File: config.mk
export PLATFORM = sky130hd
export DESIGN_NAME = adc_controller_flat
export DESIGN_NICKNAME = d
export VERILOG_FILES = /design/src/hw/adc_pkg.sv /design/src/hw/adc_link_if.sv /design/src/hw/adc_controller.sv /design/src/hw/sample_fifo.sv /design/src/flat_wrapper.sv
export VERILOG_INCLUDE_DIRS = /design/src /design/src/hw
export SDC_FILE = /design/constraint.sdc
export NUM_CORES = 1
export LEC_CHECK = 0
export BUFFER_PORTS_ARGS = -buffer_cell sky130_fd_sc_hd__buf_4
export CAP_MARGIN = 10
export CORE_MARGIN = 5
export CORE_UTILIZATION = 50
export CTS_BUF_LIST = sky130_fd_sc_hd__clkbuf_2
export CTS_CLUSTER_DIAMETER = 150
export DETAILED_ROUTE_END_ITERATION = 8
export PLACE_DENSITY = 0.66
export SKIP_LAST_GASP = 1
export SLEW_MARGIN = 25
export SYNTH_ARGS = -nofsm -noshare
export SYNTH_HDL_FRONTEND = slang
export SYNTH_SLANG_ARGS = --single-unit
File: constraint.sdc
create_clock -name clock -period 6 [get_ports clock]
set_clock_uncertainty 0.2 [all_clocks]
set_input_delay 0.3 -clock clock [delete_from_list [all_inputs] [get_ports clock]]
set_output_delay 0.3 -clock clock [all_outputs]
set_load 0.03 [all_outputs]
File: src/hw/adc_cfg.svh
// Timing counts and constants shared by both ends of the converter link
`ifndef ADC_CFG_SVH
`define ADC_CFG_SVH
`define CLK_PERIOD_PS     4000
`define CONV_TYP_PS       950000
`define CONV_MAX_PS       1150000
`define ACQ_MAX_PS        300000
`define THROUGHPUT_PS     1250000
`define NAP_WAKE_PS       400000
`define SLEEP_WAKE_MS     10
// Conversion length: typical time, rounded down
`define CONV_CYCLES       (`CONV_TYP_PS / `CLK_PERIOD_PS)
`define ACQ_CYCLES        (`ACQ_MAX_PS / `CLK_PERIOD_PS)
// Least times round up
`define THROUGHPUT_CYCLES ((`THROUGHPUT_PS + `CLK_PERIOD_PS - 1) / `CLK_PERIOD_PS)
`define NAP_WAKE_CYCLES   ((`NAP_WAKE_PS + `CLK_PERIOD_PS - 1) / `CLK_PERIOD_PS)
// Divide first: ten milliseconds' worth of picoseconds would overflow a 32-bit integer
`define SLEEP_WAKE_CYCLES (`SLEEP_WAKE_MS * (1000000000 / `CLK_PERIOD_PS))
`define DATA_WIDTH        14
`define FIFO_DEPTH        32
`define MID_SCALE         14'h0000
`endif

File: src/hw/adc_pkg.sv
// Types shared by the converter and its controller
package adc_pkg;
  typedef logic [13:0] sample_t;
  typedef enum logic [1:0] {
    MODE_ALWAYS_ON,
    MODE_SEPARATE_READ,
    MODE_SLOW_MEMORY,
    MODE_ROM
  } bus_mode_t;
  typedef enum logic [1:0] {
    PWR_ACTIVE,
    PWR_NAP,
    PWR_SLEEP
  } power_state_t;
endpackage

File: src/hw/adc_link_if.sv
// Parallel pin bundle between converter and controller
`timescale 1ns/1ns
interface adc_link_if;
  logic        chip_select_n;
  logic        read_n;
  logic        conversion_start_n;
  logic        power_down_n;
  logic        busy_n;
  logic [13:0] data_out;
  logic        data_oe;

  modport converter (
    input  chip_select_n,
    input  read_n,
    input  conversion_start_n,
    input  power_down_n,
    output busy_n,
    output data_out,
    output data_oe
  );
  modport controller (
    output chip_select_n,
    output read_n,
    output conversion_start_n,
    output power_down_n,
    input  busy_n,
    input  data_out,
    input  data_oe
  );
endinterface

File: src/hw/adc_controller.sv
// Controller end: issues starts, captures results into a FIFO
`timescale 1ns/1ns
`include "adc_cfg.svh"
module adc_controller #(
  parameter int SLEEP_WAKE = `SLEEP_WAKE_CYCLES
) (
  input  wire logic            clock,
  input  wire logic            srst,
  adc_link_if.controller       link,
  input  wire adc_pkg::bus_mode_t mode,
  input  wire logic            run,
  input  wire logic            shutdown,
  input  wire logic            sleep_select,
  output logic                 sample_valid,
  input  wire logic            sample_ready,
  output adc_pkg::sample_t     sample_data
);
  import adc_pkg::*;

  typedef enum logic [2:0] {
    CT_OFF,
    CT_WAKE,
    CT_IDLE,
    CT_START,
    CT_WAIT,
    CT_GAP
  } ctl_state_t;

  ctl_state_t  state_q, state_d;
  logic [23:0] cnt_q, cnt_d;
  logic        busy_prev_q;
  logic        cs_n_q, cs_n_d;
  logic        strobe_n_q, strobe_n_d;
  logic        pd_n_q, pd_n_d;
  logic        slept_q, slept_d;
  logic        push;
  logic        fifo_ready;
  logic        shared;

  localparam logic [23:0] GAP_N = 24'(`THROUGHPUT_CYCLES - `CONV_CYCLES);

  // Read and start share one strobe in slow-memory and ROM modes
  assign shared = (mode == MODE_SLOW_MEMORY) || (mode == MODE_ROM);
  // Result valid on busy rising edge, captured once
  assign push = !busy_prev_q && link.busy_n;

  always_comb begin
    state_d    = state_q;
    cnt_d      = (cnt_q != '0) ? cnt_q - 24'h000001 : cnt_q;
    cs_n_d     = 1'b0;
    strobe_n_d = 1'b1;
    pd_n_d     = 1'b1;
    slept_d    = slept_q;
    unique case (state_q)
      CT_OFF: begin
        pd_n_d  = 1'b0;
        cs_n_d  = sleep_select;
        // Track a change of mode while shut down so the wake wait matches
        slept_d = sleep_select;
        if (!shutdown) begin
          state_d = CT_WAKE;
          cnt_d   = slept_q ? 24'(SLEEP_WAKE) : 24'(`NAP_WAKE_CYCLES);
        end
      end
      CT_WAKE: begin
        if (cnt_q == '0) begin
          state_d = CT_IDLE;
        end
      end
      CT_IDLE: begin
        if (shutdown) begin
          state_d = CT_OFF;
          slept_d = sleep_select;
          pd_n_d  = 1'b0;
          cs_n_d  = sleep_select;
        end else if (run && fifo_ready && link.busy_n) begin
          state_d    = CT_START;
          strobe_n_d = 1'b0;
        end
      end
      CT_START: begin
        strobe_n_d = 1'b0;
        state_d    = CT_WAIT;
      end
      CT_WAIT: begin
        // Slow memory holds strobe low as a wait state until busy rises
        strobe_n_d = !(mode == MODE_SLOW_MEMORY);
        if (push) begin
          state_d = CT_GAP;
          cnt_d   = GAP_N;
        end
      end
      CT_GAP: begin
        if (cnt_q == '0) begin
          state_d = CT_IDLE;
        end
      end
      default: state_d = CT_IDLE;
    endcase
  end

  always_ff @(posedge clock) begin
    if (srst) begin
      state_q     <= CT_WAKE;
      cnt_q       <= 24'(`NAP_WAKE_CYCLES);
      busy_prev_q <= 1'b1;
      cs_n_q      <= 1'b0;
      strobe_n_q  <= 1'b1;
      pd_n_q      <= 1'b1;
      slept_q     <= 1'b0;
    end else begin
      state_q     <= state_d;
      cnt_q       <= cnt_d;
      busy_prev_q <= link.busy_n;
      cs_n_q      <= cs_n_d;
      strobe_n_q  <= strobe_n_d;
      pd_n_q      <= pd_n_d;
      slept_q     <= slept_d;
    end
  end

  // Always-on mode keeps read low; shared modes tie read to start
  assign link.chip_select_n      = cs_n_q;
  assign link.power_down_n       = pd_n_q;
  assign link.conversion_start_n = strobe_n_q;
  assign link.read_n = (mode == MODE_ALWAYS_ON) ? 1'b0 :
                       shared ? strobe_n_q : !(state_q == CT_WAIT && link.busy_n);

  // FIFO fills on busy rise; full stalls further starts
  sample_fifo #(
    .WIDTH (`DATA_WIDTH),
    .DEPTH (`FIFO_DEPTH)
  ) u_fifo (
    .clock     (clock),
    .srst      (srst),
    .in_valid  (push && state_q == CT_WAIT),
    .in_ready  (fifo_ready),
    .in_data   (link.data_out),
    .out_valid (sample_valid),
    .out_ready (sample_ready),
    .out_data  (sample_data)
  );
endmodule

File: src/hw/sample_fifo.sv
// Parameterised valid/ready FIFO for captured samples
`timescale 1ns/1ns
module sample_fifo #(
  parameter int WIDTH = 14,
  parameter int DEPTH = 32
) (
  input  wire logic             clock,
  input  wire logic             srst,
  input  wire logic             in_valid,
  output logic                  in_ready,
  input  wire logic [WIDTH-1:0] in_data,
  output logic                  out_valid,
  input  wire logic             out_ready,
  output logic [WIDTH-1:0]      out_data
);
  localparam int AW = $clog2(DEPTH);

  logic [WIDTH-1:0] mem [DEPTH];
  logic [AW-1:0]    wr_q, wr_d, rd_q, rd_d;
  logic [AW:0]      cnt_q, cnt_d;
  logic             push, pop;

  // Honest full and empty from the occupancy count
  always_comb begin
    in_ready  = (cnt_q != AW'(0) + (AW+1)'(DEPTH)) ? 1'b1 : 1'b0;
    out_valid = (cnt_q != '0);
    push      = in_valid && in_ready;
    pop       = out_valid && out_ready;
    wr_d      = push ? wr_q + 1'b1 : wr_q;
    rd_d      = pop ? rd_q + 1'b1 : rd_q;
    cnt_d     = cnt_q + {{AW{1'b0}}, push} - {{AW{1'b0}}, pop};
    out_data  = mem[rd_q];
  end

  always_ff @(posedge clock) begin
    if (srst) begin
      wr_q  <= '0;
      rd_q  <= '0;
      cnt_q <= '0;
    end else begin
      wr_q  <= wr_d;
      rd_q  <= rd_d;
      cnt_q <= cnt_d;
    end
  end

  // Storage has no reset; reads are gated by out_valid
  always_ff @(posedge clock) begin
    if (push) begin
      mem[wr_q] <= in_data;
    end
  end
endmodule

File: src/flat_wrapper.sv
// flat-port wrapper written by rule: the top's interface ports become plain ports
module adc_controller_flat import adc_pkg::*;
#(
  parameter int SLEEP_WAKE = `SLEEP_WAKE_CYCLES
)
  (clock, srst, mode, run, shutdown, sleep_select, sample_valid, sample_ready, sample_data, link_chip_select_n, link_read_n, link_conversion_start_n, link_power_down_n, link_busy_n, link_data_out, link_data_oe);
  adc_link_if link_i ();
  input  wire logic clock;
  input  wire logic srst;
  input  wire adc_pkg::bus_mode_t mode;
  input  wire logic run;
  input  wire logic shutdown;
  input  wire logic sleep_select;
  output logic sample_valid;
  input  wire logic sample_ready;
  output adc_pkg::sample_t sample_data;
  output wire logic [$bits(link_i.chip_select_n)-1:0] link_chip_select_n;
  output wire logic [$bits(link_i.read_n)-1:0] link_read_n;
  output wire logic [$bits(link_i.conversion_start_n)-1:0] link_conversion_start_n;
  output wire logic [$bits(link_i.power_down_n)-1:0] link_power_down_n;
  input wire logic [$bits(link_i.busy_n)-1:0] link_busy_n;
  input wire logic [$bits(link_i.data_out)-1:0] link_data_out;
  input wire logic [$bits(link_i.data_oe)-1:0] link_data_oe;
  assign link_chip_select_n = link_i.chip_select_n;
  assign link_read_n = link_i.read_n;
  assign link_conversion_start_n = link_i.conversion_start_n;
  assign link_power_down_n = link_i.power_down_n;
  assign link_i.busy_n = link_busy_n;
  assign link_i.data_out = link_data_out;
  assign link_i.data_oe = link_data_oe;
  adc_controller #(.SLEEP_WAKE(SLEEP_WAKE)) u_core (.clock(clock), .srst(srst), .link(link_i), .mode(mode), .run(run), .shutdown(shutdown), .sleep_select(sleep_select), .sample_valid(sample_valid), .sample_ready(sample_ready), .sample_data(sample_data));
endmodule
# Word-level counts from Yosys, hierarchy flattened
# Memories as Yosys holds them, arrays and structs flattened. A register that Yosys moved wholly into a read port is not among the register bits.
# Cells that the tools add are included.
[totals] ff_bits=48 latchBits=0 ramBits=448 mem_bits_ro=0 in_bits=24 wordCells=76 memories=1
[classes] n_addsub=5 multipliers=0 div=0 magnitude_cmp=0 eq_ne=13 shift=0 muxes=27 n_bitwise=0 n_reduce_logical=20
[memory_table] memory="u_core.u_fifo.mem" depth=32 word_bits=14 read_ports=1 rd_clocked_by_memory_dff=1 wr=1 line_no="sample_fifo.sv:18" rtl="logic [WIDTH-1:0] mem [DEPTH];"
[op_table] op="$mux W24" count=3
[op_table] op="$pmux W24 S2" count=1
[op_table] op="$logic_not A24 Y1" count=1
[op_table] op="$reduce_bool A24 Y1" count=1
[op_table] op="$sub A24 B1 Y24 const B" count=1
[op_table] op="$mux W22" count=1
[op_table] op="$mux W3" count=5
[op_table] op="$pmux W3 S5" count=1
[op_table] op="$add A5 B1 Y5 const B" count=2
[op_table] op="$mux W1" count=10
[op_table] op="$mux W5" count=2
[op_table] op="$logic_and A1 B1 Y1" count=7
[op_table] op="$add A6 B1 Y6" count=1
[op_table] op="$eq A3 B2 Y1 const B" count=2
[op_table] op="$eq A3 B3 Y1 const B" count=2
[op_table] op="$ne A6 B6 Y1 const B" count=1
[op_table] op="$pmux W1 S2" count=3
[op_table] op="$reduce_bool A6 Y1" count=1
[op_table] op="$sub A6 B1 Y6" count=1
[op_table] op="$eq A2 B2 Y1 const B" count=2
[op_table] op="$ne A2 B1 Y1 const B" count=2
[op_table] op="$ne A2 B2 Y1 const B" count=2
[op_table] op="$reduce_and A4 Y1" count=1
[op_table] op="$eq A3 B1 Y1 const B" count=1
[op_table] op="other kinds (9)" count=11

# Depth between registers and ports, before layout
[depth] depth_word=7 mapped_depth=15

# Hierarchy
# A second synthesis with hierarchy kept.
[hier_totals] cells_unflattened=1155 hier_area_um2=19972.9
[modules_own_cells] module="sample_fifo" n_inst=1 cells_per_inst=956 area_each_um2=18316.3 seq_area_each_um2=13873.3
[modules_own_cells] module="adc_controller" n_inst=1 cells_per_inst=199 area_each_um2=1656.6 seq_area_each_um2=640.6

# Worst setup path after synthesis
# OpenSTA, ideal clock, no wires.
[synth_timing] path_type="flip-flop to flip-flop" from="register u_core.state_q[0]" to="register u_core.u_fifo.cnt_q[4]" arrival_ns=2.844 required_ns=5.672 path_slack_ns=2.829 path_stages_with_launch=15 path_cell_list="dfxtp_1 clkbuf_1 or2_2 nor4b_2 inv_1 ha_1 inv_1 ha_1 inv_1 fa_1 inv_1 a21oi_1 o21bai_1 xnor2_1 nor2_1"
[synth_via] elab_chain_cells=5
[synth_rtl] item="start: declaration" line_no="adc_controller.sv:29" rtl="ctl_state_t state_q, state_d;"
[synth_rtl] item="start signal: assignment" line_no="adc_controller.sv:112" rtl="state_q <= state_d;"
[synth_rtl] item="$eq A3 B3 Y1" line_no="adc_controller.sv:136" rtl=".in_valid (push && state_q == CT_WAIT),"
[synth_rtl] item="$logic_and A1 B1 Y1" line_no="adc_controller.sv:136"
[synth_rtl] item="$logic_and A1 B1 Y1" line_no="sample_fifo.sv:27" rtl="push = in_valid && in_ready;"
[synth_rtl] item="$add A6 B1 Y6" line_no="sample_fifo.sv:31" rtl="cnt_d = cnt_q + {{AW{1'b0}}, push} - {{AW{1'b0}}, pop};"
[synth_rtl] item="$sub A6 B1 Y6" line_no="sample_fifo.sv:31"
[synth_rtl] item="end signal: assignment" line_no="sample_fifo.sv:43" rtl="cnt_q <= cnt_d;"
[synth_rtl] item="end: declaration" line_no="sample_fifo.sv:20" rtl="logic [AW:0] cnt_q, cnt_d;"
# Every way passes these cells.
# A chain may end at the register's enable or synchronous reset.

==> out/results.tsv <==
stage	metric	value	unit
worst_setup_path	WP depth	6	
sta	final-report hold violation count	0	
floorplan	Core Area	0.03883	mm2
sta	transition time of the tightest slew-check pin	0.9904	ns
routing	detail-routed net length per standard cell	23.06	um
sta	total setup violations reported at the end of the flow	0	
routing	total number of vias	10324	
logic_synthesis	Post-Syn Nets	1046	
floorplan	total I/O pin count	43	
cells_and_area	leading cell types in the layout, fill and taps excluded	sky130_fd_sc_hd__edfxtp_1 (448), sky130_fd_sc_hd__clkbuf_2 (166), sky130_fd_sc_hd__mux4_2 (126)	
logic_synthesis	Avg Cell Area, Syn	19.64	um2
floorplan	floorplan row count	72	
routing	DRT Pass-1 Iters	7	
routing	drt via density	5.638	
power	cell area power density	326.9	mW/mm2
sta	minimum clock period after layout	4.548	ns
placed_design	quantity of I/O buffers inserted on ports	41	
floorplan	die area	0.04356	mm2
global_route	all-layer global routing usage	19.40	%
logic_synthesis	synth unique cells	56	
routing	Iteration-0 DRC Markers	729	
logic_synthesis	flip-flop and latch count after synthesis	501	
logic_synthesis	synthesized cell area	0.01974	mm2
cells_and_area	post-route cell area	0.02244	mm2
logic_synthesis	warnings from Yosys	0	
sta	Final Worst Setup Slack	1.452	ns
status	run status	complete, but fails checks	
worst_setup_path	critical path peak fanout	43	
power	Max IR drop VDD	0.2136	mV
clocking	clock tree from TritonCTS	yes	
worst_setup_path	depth of the most critical reg-to-reg path	6	
cells_and_area	Cell Count, Final, Fillers Out	1831	
floorplan	die span in y	208.7	um
worst_hold_path	number of cells on the worst hold path	5	
placed_design	final HPWL from detailed placement	23740	um
sta	Peak Freq	0.2199	GHz
worst_setup_path	CP delay by family, top	flip-flops	
routing	antenna viol nets, final	0	
clocking	H-Tree Level Count	3	
floorplan	effective utilization at floorplan	50.85	%
logic_synthesis	flip-flop cell with the highest count after synthesis	sky130_fd_sc_hd__edfxtp_1	
power	standby leakage power	0.007260	uW
global_route	maximum number of pins on one net before global-route repair	49	
routing	Post-route DRC	1	
logic_synthesis	cell taking the most area after synthesis	sky130_fd_sc_hd__edfxtp_1	
cells_and_area	Post-Route Utilization	57.79	%
global_route	number of global-route vias before repair	10398	
worst_setup_path	startpoint-to-endpoint class of the critical path	reg -> out	
global_route	global-route wire length before repair	63290	um
cells_and_area	share of cells above drive strength 1	31.78	%
cells_and_area	final net count	1256	
logic_synthesis	cells after synthesis	1005	
placed_design	post-placement cell area	0.02082	mm2
clocking	cell at the root of the clock tree	sky130_fd_sc_hd__clkbuf_2	
clocking	Max Root-Sink Buffers	3	
clocking	clock input transition at the sequential cells of the worst setup and hold paths	0.10	ns
logic_synthesis	post-synth top area share	68.14	%
global_route	Remaining Overflow, GRT	0	
worst_setup_path	required time reported for the critical path endpoint	5.50	ns
worst_setup_path	Buffers & Inverters on Critical Path	2	
cells_and_area	most common library cell in the layout ignoring fill and taps	sky130_fd_sc_hd__edfxtp_1	
sta	RSZ-0062 raised after global routing	false	
worst_hold_path	kind of path behind the tightest hold check	in -> reg	
clocking	total of cells resized after clock tree synthesis	0	
placed_design	gp weighted congestion	0.7697	
logic_synthesis	part of the Yosys area used for sequential elements	73.52	%
worst_setup_path	crit-path most repeated cell	sky130_fd_sc_hd__buf_4	
sta	max-slew violation count	0	
logic_synthesis	most area-consuming cells after synthesis	sky130_fd_sc_hd__edfxtp_1 (68%), sky130_fd_sc_hd__mux4_2 (14%), sky130_fd_sc_hd__dfxtp_1 (5.4%), sky130_fd_sc_hd__mux2i_1 (1.5%), sky130_fd_sc_hd__nor2_1 (1.4%)	
logic_synthesis	Post-synth ARST share	0	%
routing	total wire length	42220	um
placed_design	post-placement cell count	1557	
clocking	TritonCTS Buffers	118	
worst_setup_path	list of cells traversed by the critical path	buf_4 -> mux4_2 -> mux2i_1 -> a22oi_1 -> o21a_1 -> buf_4	
worst_setup_path	Largest stage delay, worst path	0.95	ns
sta	share of the cycle needed by the critical path after routing	75.79	%
worst_setup_path	startpoint kind of the worst setup timing path	register	
status	violated checks	design-rule violations	
worst_setup_path	crit path capture type	output port	
run	max-cap viol count	0	
clocking	sinks on the clock net	501	
sta	slew margin rel.	33.76	%
logic_synthesis	Post-synth EDFFs	448	
placed_design	Placement Setup Slack	2.458	ns
cells_and_area	P&R area growth vs syn	13.66	%
clocking	later-pin clock latency in the skew report	1.06	ns
floorplan	Die X-Extent	208.7	um
worst_setup_path	data arrival time at the worst-slack endpoint	4.05	ns
sta	setup TNS	0	ns
worst_setup_path	Critical Path Slowest Stage Cell	sky130_fd_sc_hd__dfxtp_4	
global_route	antenna violations before repair	1	
==> cell families (layout without fill, tap and decap cells) <==
kind of cell,Yosys count,count (layout),share of synthesized area [%]
flip-flops,501,501,73.52
AND/OR/NAND/NOR,163,163,4.316
multiplexers,156,156,15.89
AO/OA/AOI/OAI,81,81,2.795
buffers and inverters,64,371,1.344
XOR/XNOR,23,23,1.020
adder cells (fa/ha/maj),17,17,1.115
other,0,1,0
==> tightest hold or removal path, cell delays in order <==
cell	delay, ns
sky130_fd_sc_hd__dlygate4sd3_1	0.53
sky130_fd_sc_hd__buf_4	0.12
sky130_fd_sc_hd__nand3_1	0.08
sky130_fd_sc_hd__o31ai_1	0.20
sky130_fd_sc_hd__a31o_2	0.15
==> worst paths after layout <==
kind / slack, ns / endpoint / start
worst max-delay path: 1.45 / sample_data[1] / register
worst min-delay path: 0.16 / u_core.state_q[0] / link_busy_n
worst max register to register: 2.75 / u_core.u_fifo.mem[10][8] / u_core.state_q[0]
worst min register to register: 0.29 / u_core.cnt_q[23] / u_core.cnt_q[23]
==> per-stage QoR <==
step | total power [uW] | hold WS (ns)
floorplan | 4939 | 0.1989
global placement | 5283 | 0.2731
detailed placement | 5300 | 0.2793
CTS | 7450 | 0.001084
global route | 7741 | 0.1120
finish | 7335 | 0.1577
==> routing by layer <==
metal	track usage (%)	wire [um]	vias up
met5	0	0	-
met4	6.278	838	0
met3	4.274	3054	52
met2	31.07	20750	380
met1	26.97	17580	5275
li1	-	-	4617
==> final cells by class <==
class	count	area (um2)
clock inverters	51	241.5
well taps	518	648.1
fillers	2987	16390
clock buffers	166	830.8
diodes	1	2.502
repair buffers	137	1161
multi-input cells	440	4969
flip-flops and latches	501	14520
inverters	17	63.81
==> power breakdown <==
group	switching (uW)	internal [uW]
logic	602	678
registers	127	3820
clock network	1300	806
total	2030	5310
==> flip-flops by register name (all words and copies together), names as in the netlist, named ones only <==
| name | cells |
|---|---|
| u_core.busy_prev_q | 1 |
| u_core.link.conversion_start_n | 1 |
| u_core.link.power_down_n | 1 |
| u_core.u_fifo.mem | 448 |
| u_core.state_q | 3 |
| u_core.slept_q | 1 |
| u_core.u_fifo.rd_q | 5 |
| u_core.u_fifo.cnt_q | 6 |
| u_core.link.chip_select_n | 1 |
| u_core.cnt_q | 24 |
| u_core.u_fifo.wr_q | 5 |
==> repair_timing <==
action / 4_1_cts / 5_1_grt
setup endpoints to repair: 0 / 0
hold buffers: 56 / 0
setup buffers: 0 / 0
endpoints found under the hold margin: 500 / 0
==> cell usage after synthesis, types with 3 or more instances <==
master	n
sky130_fd_sc_hd__xor2_1	13
sky130_fd_sc_hd__dfxtp_1	53
sky130_fd_sc_hd__nor2b_1	5
sky130_fd_sc_hd__nor2_1	72
sky130_fd_sc_hd__a22oi_1	14
sky130_fd_sc_hd__a21oi_1	11
sky130_fd_sc_hd__nand2_1	15
sky130_fd_sc_hd__inv_1	17
sky130_fd_sc_hd__clkbuf_1	32
sky130_fd_sc_hd__buf_1	4
sky130_fd_sc_hd__edfxtp_1	448
sky130_fd_sc_hd__mux4_2	126
sky130_fd_sc_hd__and2_1	3
sky130_fd_sc_hd__mux2i_1	30
sky130_fd_sc_hd__or3_1	8
sky130_fd_sc_hd__o21ai_0	15
sky130_fd_sc_hd__o21a_1	15
sky130_fd_sc_hd__ha_1	16
sky130_fd_sc_hd__nor2_2	3
sky130_fd_sc_hd__or2_2	9
sky130_fd_sc_hd__nor3_1	3
sky130_fd_sc_hd__nor4_1	7
sky130_fd_sc_hd__o211ai_1	6
sky130_fd_sc_hd__nand4_1	5
sky130_fd_sc_hd__xnor2_1	10
sky130_fd_sc_hd__nand3b_1	3
sky130_fd_sc_hd__buf_2	8
sky130_fd_sc_hd__nand3_1	7
sky130_fd_sc_hd__or4_1	6
Note: power is estimated with default switching activity, not from simulation.
